[src/core/mcpfs_pkg.sv]
// Package of constants and carrier types for the pin-function select block
// ----------------------------------------------------------------------------
// ----------------------------------------------------------------------------
package mcpfs_pkg;
   // Port modes
   localparam logic MODE_SPI = 1'h0;
   localparam logic MODE_UART = 1'h1;
   // Ramp status field that feeds the interrupt
   localparam int RAMP_IRQ_LO = 4;
   localparam int RAMP_IRQ_HI = 7;
   localparam int ENC_NULL_BIT = 0;
   // Pump clock: half period in oscillator ticks, full period sixteen
   localparam logic [3:0] PUMP_DIV_MSB_RST = 4'h0;
   localparam int PUMP_DIV_BITS = 4;
   // Counter widths and reset values
   localparam int ENC_W = 32;
   localparam int PRESC_W = 16;
   localparam logic [31:0] ENC_CNT_RST = 32'h0000_0000;
   localparam logic [15:0] PRESC_RST = 16'h0000;
   localparam int N_AXES = 2;
   // Synchronised pin inputs of one axis
   typedef struct packed {
      logic enc_a;
      logic enc_b;
      logic enc_n;
      logic stop_left;
      logic stop_right;
   } mcpfs_axis_pins_t;
   // Two-signal view of a two-way pin
   typedef struct packed {
      logic dout;
      logic oe_n;
   } mcpfs_pin_drv_t;
endpackage

[src/core/mcpfs_top.sv]
// Pin-function and clock-source selection logic of a dual stepper controller
`timescale 1ns/1ns
module mcpfs_top (
   input wire logic sys_clk_i,
   input wire logic resetn_i,
   input wire logic host_port_select_strap_i,
   input wire logic diff_mode_i,
   input wire logic ring_mode_i,
   input wire logic poscmp_enable_i,
   input wire logic [7:0] ramp_status_i,
   input wire logic [7:0] encoder_event_flags_i,
   input wire logic axis1_cmp_result_i,
   input wire logic [3:0] gpio_out_i,
   input wire logic [3:0] gpio_oe_n_i,
   input wire logic spi_sdo_data_i,
   input wire logic uart_tx_i,
   input wire logic uart_tx_en_i,
   input wire logic ring_tx_i,
   input wire logic csn_io0_i,
   input wire logic sck_io1_i,
   input wire logic sdi_io2_i,
   input wire logic sdo_io3_i,
   input wire logic single_wire_line_pos_i,
   input wire logic single_wire_line_neg_i,
   input wire logic enc1_a_or_irq_pin_i,
   input wire logic enc1_b_or_cmp_pin_i,
   input wire logic enc1_n_i,
   input wire logic enc2_a_i,
   input wire logic enc2_b_i,
   input wire logic ext_clk_i,
   input wire logic power_stage_disable_n_i,
   input wire logic axis1_left_stop_i,
   input wire logic axis1_right_stop_i,
   input wire logic axis2_left_stop_i,
   input wire logic axis2_right_stop_i,
   input wire logic [15:0] enc1_presc_i,
   input wire logic [15:0] enc2_presc_i,
   output logic uart_mode_o,
   output logic csn_o,
   output logic sck_o,
   output logic sdi_o,
   output logic [3:0] gpio_in_o,
   output logic [3:0] gpio_pin_out_o,
   output logic [3:0] gpio_pin_oe_n_o,
   output logic uart_rx_o,
   output logic multi_in_pos_o,
   output logic multi_in_neg_o,
   output logic swp_out_o,
   output logic swp_oe_n_o,
   output logic swn_out_o,
   output logic swn_oe_n_o,
   output logic enc1a_out_o,
   output logic enc1a_oe_n_o,
   output logic enc1b_out_o,
   output logic enc1b_oe_n_o,
   output logic int_osc_en_o,
   output logic pump_clock_out_o,
   output logic coils_float_o,
   output logic [31:0] enc1_pos_o,
   output logic [31:0] enc2_pos_o,
   output logic [3:0] stops_o
);

   // ------------------------------------------------------------------
   // Input synchronisers
   // ------------------------------------------------------------------
   localparam int NS = 18;
   logic [NS-1:0] async_in;
   logic [NS-1:0] meta_r;
   logic [NS-1:0] sync_r;
   assign async_in = {host_port_select_strap_i, csn_io0_i, sck_io1_i,
      sdi_io2_i, sdo_io3_i, single_wire_line_pos_i, single_wire_line_neg_i,
      enc1_a_or_irq_pin_i, enc1_b_or_cmp_pin_i, enc1_n_i, enc2_a_i,
      enc2_b_i, ext_clk_i, power_stage_disable_n_i, axis1_left_stop_i,
      axis1_right_stop_i, axis2_left_stop_i, axis2_right_stop_i};
   // Two stages, first read only by second
   always_ff @(posedge sys_clk_i) begin
      meta_r <= async_in;
      sync_r <= meta_r;
   end

   wire s_strap = sync_r[17];
   wire [3:0] s_io = sync_r[16:13];
   wire s_swp = sync_r[12];
   wire s_swn = sync_r[11];
   wire s_e1a = sync_r[10];
   wire s_e1b = sync_r[9];
   wire s_e1n = sync_r[8];
   wire s_e2a = sync_r[7];
   wire s_e2b = sync_r[6];
   wire s_clk = sync_r[5];
   wire s_dis = sync_r[4];
   wire [3:0] s_stop = sync_r[3:0];

   // ------------------------------------------------------------------
   // Pin function selection
   // ------------------------------------------------------------------
   wire uart_sel = (s_strap == mcpfs_pkg::MODE_UART);
   // Pin levels in IO order, bit k is IOk like the pin drivers
   wire [3:0] io_pins = {s_io[0], s_io[1], s_io[2], s_io[3]};
   wire sdo_drive = !uart_sel && !s_io[3];
   wire irq_level = (|ramp_status_i[mcpfs_pkg::RAMP_IRQ_HI:
      mcpfs_pkg::RAMP_IRQ_LO]) ||
      encoder_event_flags_i[mcpfs_pkg::ENC_NULL_BIT];
   wire swp_drive = uart_sel && uart_tx_en_i;
   wire swn_diff = uart_sel && diff_mode_i && uart_tx_en_i;
   wire swn_ring = uart_sel && ring_mode_i;
   wire enc2_null = uart_sel ? 1'b0 : s_swn;
   wire e1a_in = poscmp_enable_i ? 1'b0 : s_e1a;
   wire e1b_in = poscmp_enable_i ? 1'b0 : s_e1b;

   mcpfs_pkg::mcpfs_pin_drv_t swn_nxt;
   assign swn_nxt = {swn_ring ? ring_tx_i : !uart_tx_i,
      !(swn_ring || swn_diff)};

   // Serial port pins as pin drivers or GPIO
   logic [3:0] io_out_nxt;
   logic [3:0] io_oe_n_nxt;
   always_comb begin
      if (uart_sel) begin
         io_out_nxt = gpio_out_i;
         io_oe_n_nxt = gpio_oe_n_i;
      end else begin
         io_out_nxt = {spi_sdo_data_i, 3'h0};
         io_oe_n_nxt = {!sdo_drive, 3'h7};
      end
   end

   // Registered pin outputs
   always_ff @(posedge sys_clk_i) begin
      if (!resetn_i) begin
         uart_mode_o <= 1'b0;
         csn_o <= 1'b1;
         sck_o <= 1'b0;
         sdi_o <= 1'b0;
         gpio_in_o <= 4'h0;
         gpio_pin_out_o <= 4'h0;
         gpio_pin_oe_n_o <= 4'hF;
         uart_rx_o <= 1'b1;
         multi_in_pos_o <= 1'b0;
         multi_in_neg_o <= 1'b0;
         swp_out_o <= 1'b0;
         swp_oe_n_o <= 1'b1;
         swn_out_o <= 1'b0;
         swn_oe_n_o <= 1'b1;
         enc1a_out_o <= 1'b0;
         enc1a_oe_n_o <= 1'b1;
         enc1b_out_o <= 1'b0;
         enc1b_oe_n_o <= 1'b1;
         coils_float_o <= 1'b1;
         stops_o <= 4'h0;
      end else begin
         uart_mode_o <= uart_sel;
         csn_o <= uart_sel ? 1'b1 : s_io[3];
         sck_o <= uart_sel ? 1'b0 : s_io[2];
         sdi_o <= uart_sel ? 1'b0 : s_io[1];
         gpio_in_o <= uart_sel ? io_pins : 4'h0;
         gpio_pin_out_o <= io_out_nxt;
         gpio_pin_oe_n_o <= io_oe_n_nxt;
         uart_rx_o <= uart_sel ? s_swp : 1'b1;
         multi_in_pos_o <= uart_sel ? 1'b0 : s_swp;
         multi_in_neg_o <= enc2_null;
         swp_out_o <= uart_tx_i;
         swp_oe_n_o <= !swp_drive;
         swn_out_o <= swn_nxt.dout;
         swn_oe_n_o <= swn_nxt.oe_n;
         enc1a_out_o <= irq_level;
         enc1a_oe_n_o <= !poscmp_enable_i;
         enc1b_out_o <= axis1_cmp_result_i;
         enc1b_oe_n_o <= !poscmp_enable_i;
         coils_float_o <= s_dis;
         stops_o <= s_stop;
      end
   end

   // ------------------------------------------------------------------
   // Clock source and pump clock
   // ------------------------------------------------------------------
   logic osc_off_r;
   logic [3:0] pump_div_r;
   // Sticky: cleared only by reset, which stands in for power down
   always_ff @(posedge sys_clk_i) begin
      if (!resetn_i) begin
         osc_off_r <= 1'b0;
         int_osc_en_o <= 1'b1;
      end else begin
         osc_off_r <= osc_off_r || s_clk;
         int_osc_en_o <= !(osc_off_r || s_clk);
      end
   end
   // Divide by sixteen: output is the divider MSB
   always_ff @(posedge sys_clk_i) begin
      if (!resetn_i) begin
         pump_div_r <= mcpfs_pkg::PUMP_DIV_MSB_RST;
         pump_clock_out_o <= 1'b0;
      end else begin
         pump_div_r <= pump_div_r + 4'h1;
         pump_clock_out_o <= pump_div_r[mcpfs_pkg::PUMP_DIV_BITS-1];
      end
   end

   // ------------------------------------------------------------------
   // Encoder counters, one per axis
   // ------------------------------------------------------------------
   mcpfs_pkg::mcpfs_axis_pins_t ax [mcpfs_pkg::N_AXES];
   assign ax[0] = '{e1a_in, e1b_in, s_e1n, s_stop[3], s_stop[2]};
   assign ax[1] = '{s_e2a, s_e2b, enc2_null, s_stop[1], s_stop[0]};
   wire [15:0] presc [mcpfs_pkg::N_AXES];
   assign presc[0] = enc1_presc_i;
   assign presc[1] = enc2_presc_i;
   logic [31:0] pos_r [mcpfs_pkg::N_AXES];
   assign enc1_pos_o = pos_r[0];
   assign enc2_pos_o = pos_r[1];

   genvar g;
   generate
      for (g = 0; g < mcpfs_pkg::N_AXES; g++) begin : g_enc
         logic a_d_r;
         logic b_d_r;
         logic [15:0] acc_r;
         // Quadrature step and direction from previous sample
         wire step = (ax[g].enc_a ^ a_d_r) ^ (ax[g].enc_b ^ b_d_r);
         wire up = ax[g].enc_a ^ b_d_r;
         wire wrap = (acc_r >= presc[g]);
         always_ff @(posedge sys_clk_i) begin
            if (!resetn_i) begin
               a_d_r <= 1'b0;
               b_d_r <= 1'b0;
               acc_r <= mcpfs_pkg::PRESC_RST;
               pos_r[g] <= mcpfs_pkg::ENC_CNT_RST;
            end else begin
               a_d_r <= ax[g].enc_a;
               b_d_r <= ax[g].enc_b;
               if (step) begin
                  // Prescaler: one motor count per presc+1 edges
                  acc_r <= wrap ? mcpfs_pkg::PRESC_RST : acc_r + 16'h1;
                  if (wrap) begin
                     pos_r[g] <= up ? pos_r[g] + 32'h1
                        : pos_r[g] - 32'h1;
                  end
               end
            end
         end
      end
   endgenerate

endmodule // mcpfs_top

[config.mk]
export PLATFORM = sky130hd
export DESIGN_NAME = mcpfs_top
export DESIGN_NICKNAME = d
export VERILOG_FILES = /design/src/core/mcpfs_pkg.sv /design/src/core/mcpfs_top.sv
export SDC_FILE = /design/constraint.sdc
export NUM_CORES = 1
export LEC_CHECK = 0
export BUFFER_PORTS_ARGS = -buffer_cell sky130_fd_sc_hd__buf_2
export CORE_AREA = 2 2 145 147
export CTS_BUF_LIST = sky130_fd_sc_hd__clkbuf_8
export DETAILED_ROUTE_END_ITERATION = 8
export DIE_AREA = 0 0 147 149
export PLACE_DENSITY = 0.72
export RECOVER_POWER = 100
export SETUP_SLACK_MARGIN = 0.4
export SLEW_MARGIN = 25
export SYNTH_ARGS = -nofsm -noshare
export SYNTH_HDL_FRONTEND = slang
export SYNTH_SLANG_ARGS = --single-unit
[constraint.sdc]
create_clock -name sys_clk_i -period 5.39 [get_ports sys_clk_i]
set_input_delay 1.3475 -clock sys_clk_i [delete_from_list [all_inputs] [get_ports sys_clk_i]]
set_output_delay 1.3475 -clock sys_clk_i [all_outputs]
set_load 0.05 [all_outputs]
# Yosys cells after proc, flatten, opt, wreduce, memory -nomap -nowiden
# Memory sizes are Yosys's and may differ from the RTL's.
# Cells that the tools add are included.
[op_classes] n_addsub=7 n_mux=20 order_cmp=2 n_reduce_logical=19 bitwise=11
[op_table] op="$mux 32" count=4
[op_table] op="$add 32x1->32 const B" count=2
[op_table] op="$sub 32x1->32 const B" count=2
[op_table] op="$add 16x1->16 const B" count=2
[op_table] op="$ge 16x16->1" count=2
[op_table] op="$mux 16" count=2
[op_table] op="$mux 1" count=12
[op_table] op="$logic_not 1->1" count=8
[op_table] op="$mux 4" count=2
[op_table] op="$xor 1x1->1" count=8
[op_table] op="$logic_and 1x1->1" count=5
[op_table] op="$add 4x1->4 const B" count=1
[op_table] op="$reduce_or 4->1" count=1
[op_table] op="$logic_or 1x1->1" count=3
[op_table] op="$or 1x1->1" count=2
[op_table] op="$reduce_and 2->1" count=1
[op_table] op="$reduce_or 2->1" count=1
[op_table] op="$not 1->1" count=1
[word_totals] mem_count=1 reg_bits=110 output_inout_bits=98 ram_bits=64
[memory_table] memory="pos_r" words=2 word_bits=32 read_ports=2 rd_clocked_by_memory_dff=0 wr=2 line_no="mcpfs_top.sv:211" text="logic [31:0] pos_r [mcpfs_pkg::N_AXES];"

# Logic depth before layout (Yosys ltp)
[depth] depth_word=7 depth_mapped=15

# Worst setup path before layout
# No wires, ideal clock.
[synth_timing] path_kind="input to register" start="input poscmp_enable_i" end="memory pos_r[0][28] (data pin)" required_time_ns=5.136 cell_stages=15 n_path_buf=4 arrival_ns=4.657 setup_ns=0.254 setup_slack_ns=0.479 path_cell_list="nand2b_2 > xnor2_2 > buf_4 > buf_2 > buf_1 > xnor2_1 > ha_1 > buf_4 > nand3_2 > or4_4 > nor2_4 > o21ai_2 > or4b_4 > and3_4 > o21a_1"
[synth_lines] item="start: declaration" line_no="mcpfs_top.sv:9" text="input wire logic poscmp_enable_i,"
[synth_lines] item="end: declaration" line_no="mcpfs_top.sv:211"

==> flow_summary.yaml <==
job:
  drv_cap: 2
worst_setup_path:
  cp.arrival_ps: 4550
  worst_setup_path_start_kind: "primary input"
  reg2reg_depth: 8
  worst-path-buf-inv: 3
  critPathTopFamily: "compound AO/OA/AOI/OAI gates"
  worstSetupPathType: "in -> reg"
  cpMostUsedCell: "o21ai_0"
  crit_cells: 10
  worstPathCellList: "buf_2 > inv_1 > ha_1 > a21oi_1 > o21ai_0 > a2111oi_0 > a21boi_0 > or2_2 > o21ai_0 > buf_4"
  cp_slowest_cell: "o21ai_0"
  cp-end-kind: "flop"
  path_max_fanout: 17
  crit_required_ps: 5540
  cpPeakStageDelay_ps: 1330
final_layout:
  final_cell_area_mm2: 0.0112
  syn2layout_area_growth_pct: 12.3
  drive_gt1_frac: 0.106
  finish.net_count: 1371
  multi_input_area_mm2: 0.00535
  seq_area_mm2: 0.00408
  fin_util: 0.543
  final_cells: 1539
  fillCellCount: 2035
synthesis:
  avgSynthCellArea_um2: 8.86
  synth_enable_flop_cells: 64
  yosysTopAreaCell: "dfxtp_1"
  synthDistinctLibCells: 72
  synth_ff_type: "dfxtp_1"
  syn_area_mm2: 0.00995
  async_flop_share: 0
  ys_warn_count: 0
  synth_cells: 1123
  yosysMostFrequentCell: "nor2_1"
  ys_seq_elements: 172
  synth.top_cell.area_share: 0.217
  ys_seq_area_frac: 0.411
  synthesis.nets: 1244
  synthTopCellsByArea: "dfxtp_1, edfxtp_1, xnor2_1, nor2_1, ha_1"
  synth_common_cells: "nor2_1, dfxtp_1, nand2_1"
grt:
  grtUsageMet1: 0.284
  antenna_found_initial: 2
  use_met2: 0.373
  grt_pass1_wl_um: 39600
  first_global_vias: 7950
  grt_util_met3: 0.0367
  grt_max_degree: 65
  grt-ovfl-total: 0
  grt.busiest_layer: "met2"
  track_usage: 0.219
sta:
  max_slew_margin: -0.181
  setup_viol: 0
  fin_crit_sh: 0.816
  grt_setup_unrepaired: "false"
  finalWorstSetupSlack_ps: 992
  clock.fmax_mhz: 227
  clock_skew_ps: 14.5
  period_minus_slack_ps: 4400
  setup_tns_ps: 0
  drv_slew: 35
  worst_pin_slew_ps: 1750
  hold_viol: 0
pwr:
  powerDensity_mw_per_mm2: 255
  comb_power_share: 0.156
  power_frac_seq: 0.510
  power.share.clock: 0.333
  peakVddDrop_mv: 0.138
  p_int_w: 0.00191
  leakage_nw: 4.21
  p_switching_w: 0.000946
  switching_share: 0.332
worst_hold_path:
  min_delay_path_depth: 0
  hold_path.class: "reg -> reg"
cts:
  cts_buffer_depth: 2
  cts_tree: "yes"
  htreeDepth: 4
  numCtsBuffers: 17
  root_buffer: "clkbuf_8"
  ctsResizeCount: 0
  cts.hold.buffers_added: 0
  clock_sinks: 172
  cts.clk_slew.worst_paths_ps: 110
  clk-insertion-delay-late_ps: 470
  cts_setup_buffers: 0
placed_design:
  post-place-ws_ps: 883
  gp_congestion: 0.892
  placed_cell_area_mm2: 0.0109
  place_hpwl_um: 17100
  port_buffers: 169
  dp_cells: 1505
floorplanning:
  die_h_um: 149
  fp.dieW_um: 147
  io-pin-count: 182
  num_rows: 53
  core-area_mm2: 0.0206
  dieArea_mm2: 0.0219
  initial_core_util: 0.484
drt:
  first_pass_iters: 5
  first_iter_violations: 648
  viasPerCell: 5.56
  drc: 0
  ant_nets: 0
  num_vias: 8554
  wire_per_inst_um: 15.4
  wirelength_um: 23800
status:
  violations: "max-capacitance violations, max-slew violations"
  outcome: "finished with violations"
[layout by cell type, fill, tap and decap left out, types with 11 or more instances in the layout]
cell type	Yosys	routed
edfxtp_1	64	64
nand3_1	46	46
buf_2	17	70
and3_1	24	24
nand4_1	29	29
mux2i_1	26	26
xnor2_1	65	64
clkbuf_8	0	17
dfxtp_1	108	108
ha_1	37	37
nor3_1	46	46
o21ai_0	26	26
xor2_1	46	44
a21oi_1	35	35
or4_1	28	28
nor2_1	146	146
nor4_1	34	35
clkbuf_1	35	104
inv_1	48	48
or3_1	11	11
nand2_1	76	76
[final cells by class]
cell class	count	share of cell area
Multi-Input combinational cell	831	0.479
Sequential cell	172	0.366
Timing Repair Buffer	180	0.0703
Tap cell	275	0.0308
Clock buffer	17	0.0209
Clock inverter	15	0.0174
Inverter	48	0.0161
Antenna cell	1	0.000224
[power by group through the flow]
stage | Clock (W) | Combinational (W) | Sequential (W)
CTS | 0.000976 | 0.000458 | 0.00145
detailed placement | 0 | 0.000455 | 0.00148
floorplan | 0 | 0.000272 | 0.00155
finish | 0.000951 | 0.000446 | 0.00146
global placement | 0 | 0.000449 | 0.00148
global route | 0.00103 | 0.000490 | 0.00147
[kinds of logic after synthesis]
logic type,Yosys count,synth area share
flip-flops,172,0.411
XOR/XNOR,112,0.0994
AND/OR/NAND/NOR,510,0.266
multiplexers,27,0.0273
AO/OA/AOI/OAI,145,0.0946
adder cells (fa/ha/maj),37,0.0465
buffers and inverters,120,0.0554
[stage by stage]
stage / power, W / hold slack [ps]
final: 0.00285 / 336
after global routing: 0.00299 / 344
after CTS: 0.00289 / 338
after detailed placement: 0.00194 / 312
after global placement: 0.00193 / 310
after floorplan: 0.00183 / 310
[registers in the layout (all words and copies together), names as in the netlist, 2 cells and up]
name	cells
sync_r	17
meta_r	17
g_enc.a_d_r	2
pos_r	64
gpio_pin_oe_n_o	4
stops_o	4
pump_div_r	4
g_enc.b_d_r	2
gpio_pin_out_o	4
g_enc.acc_r	32
gpio_in_o	4
[per-layer routing]
metal	vias up	routed length, um
li1	4250	-
met1	4014	10400
met2	253	11700
met3	35	1250
met4	2	437
met5	-	10
[worst paths after layout]
| path | startpoint | end | slack [ps] |
|---|---|---|---|
| worst max register to register | g_enc[0].acc_r[13] | pos_r[0][22] | 1610 |
| worst min register to register | meta_r[17] | sync_r[17] | 340 |
| worst min-delay path | meta_r[17] | sync_r[17] | 340 |
| worst max-delay path | enc1_presc_i[13] | pos_r[0][22] | 990 |
[worst reg2reg max path, delay by kind of cell, from the launching register on]
family	cells	cell delay, ps
simple gates	1	350
compound gates	5	2020
flops	1	360
fa+ha+maj	1	300
buf+inv	1	450
(Power assumes the default switching activity.)
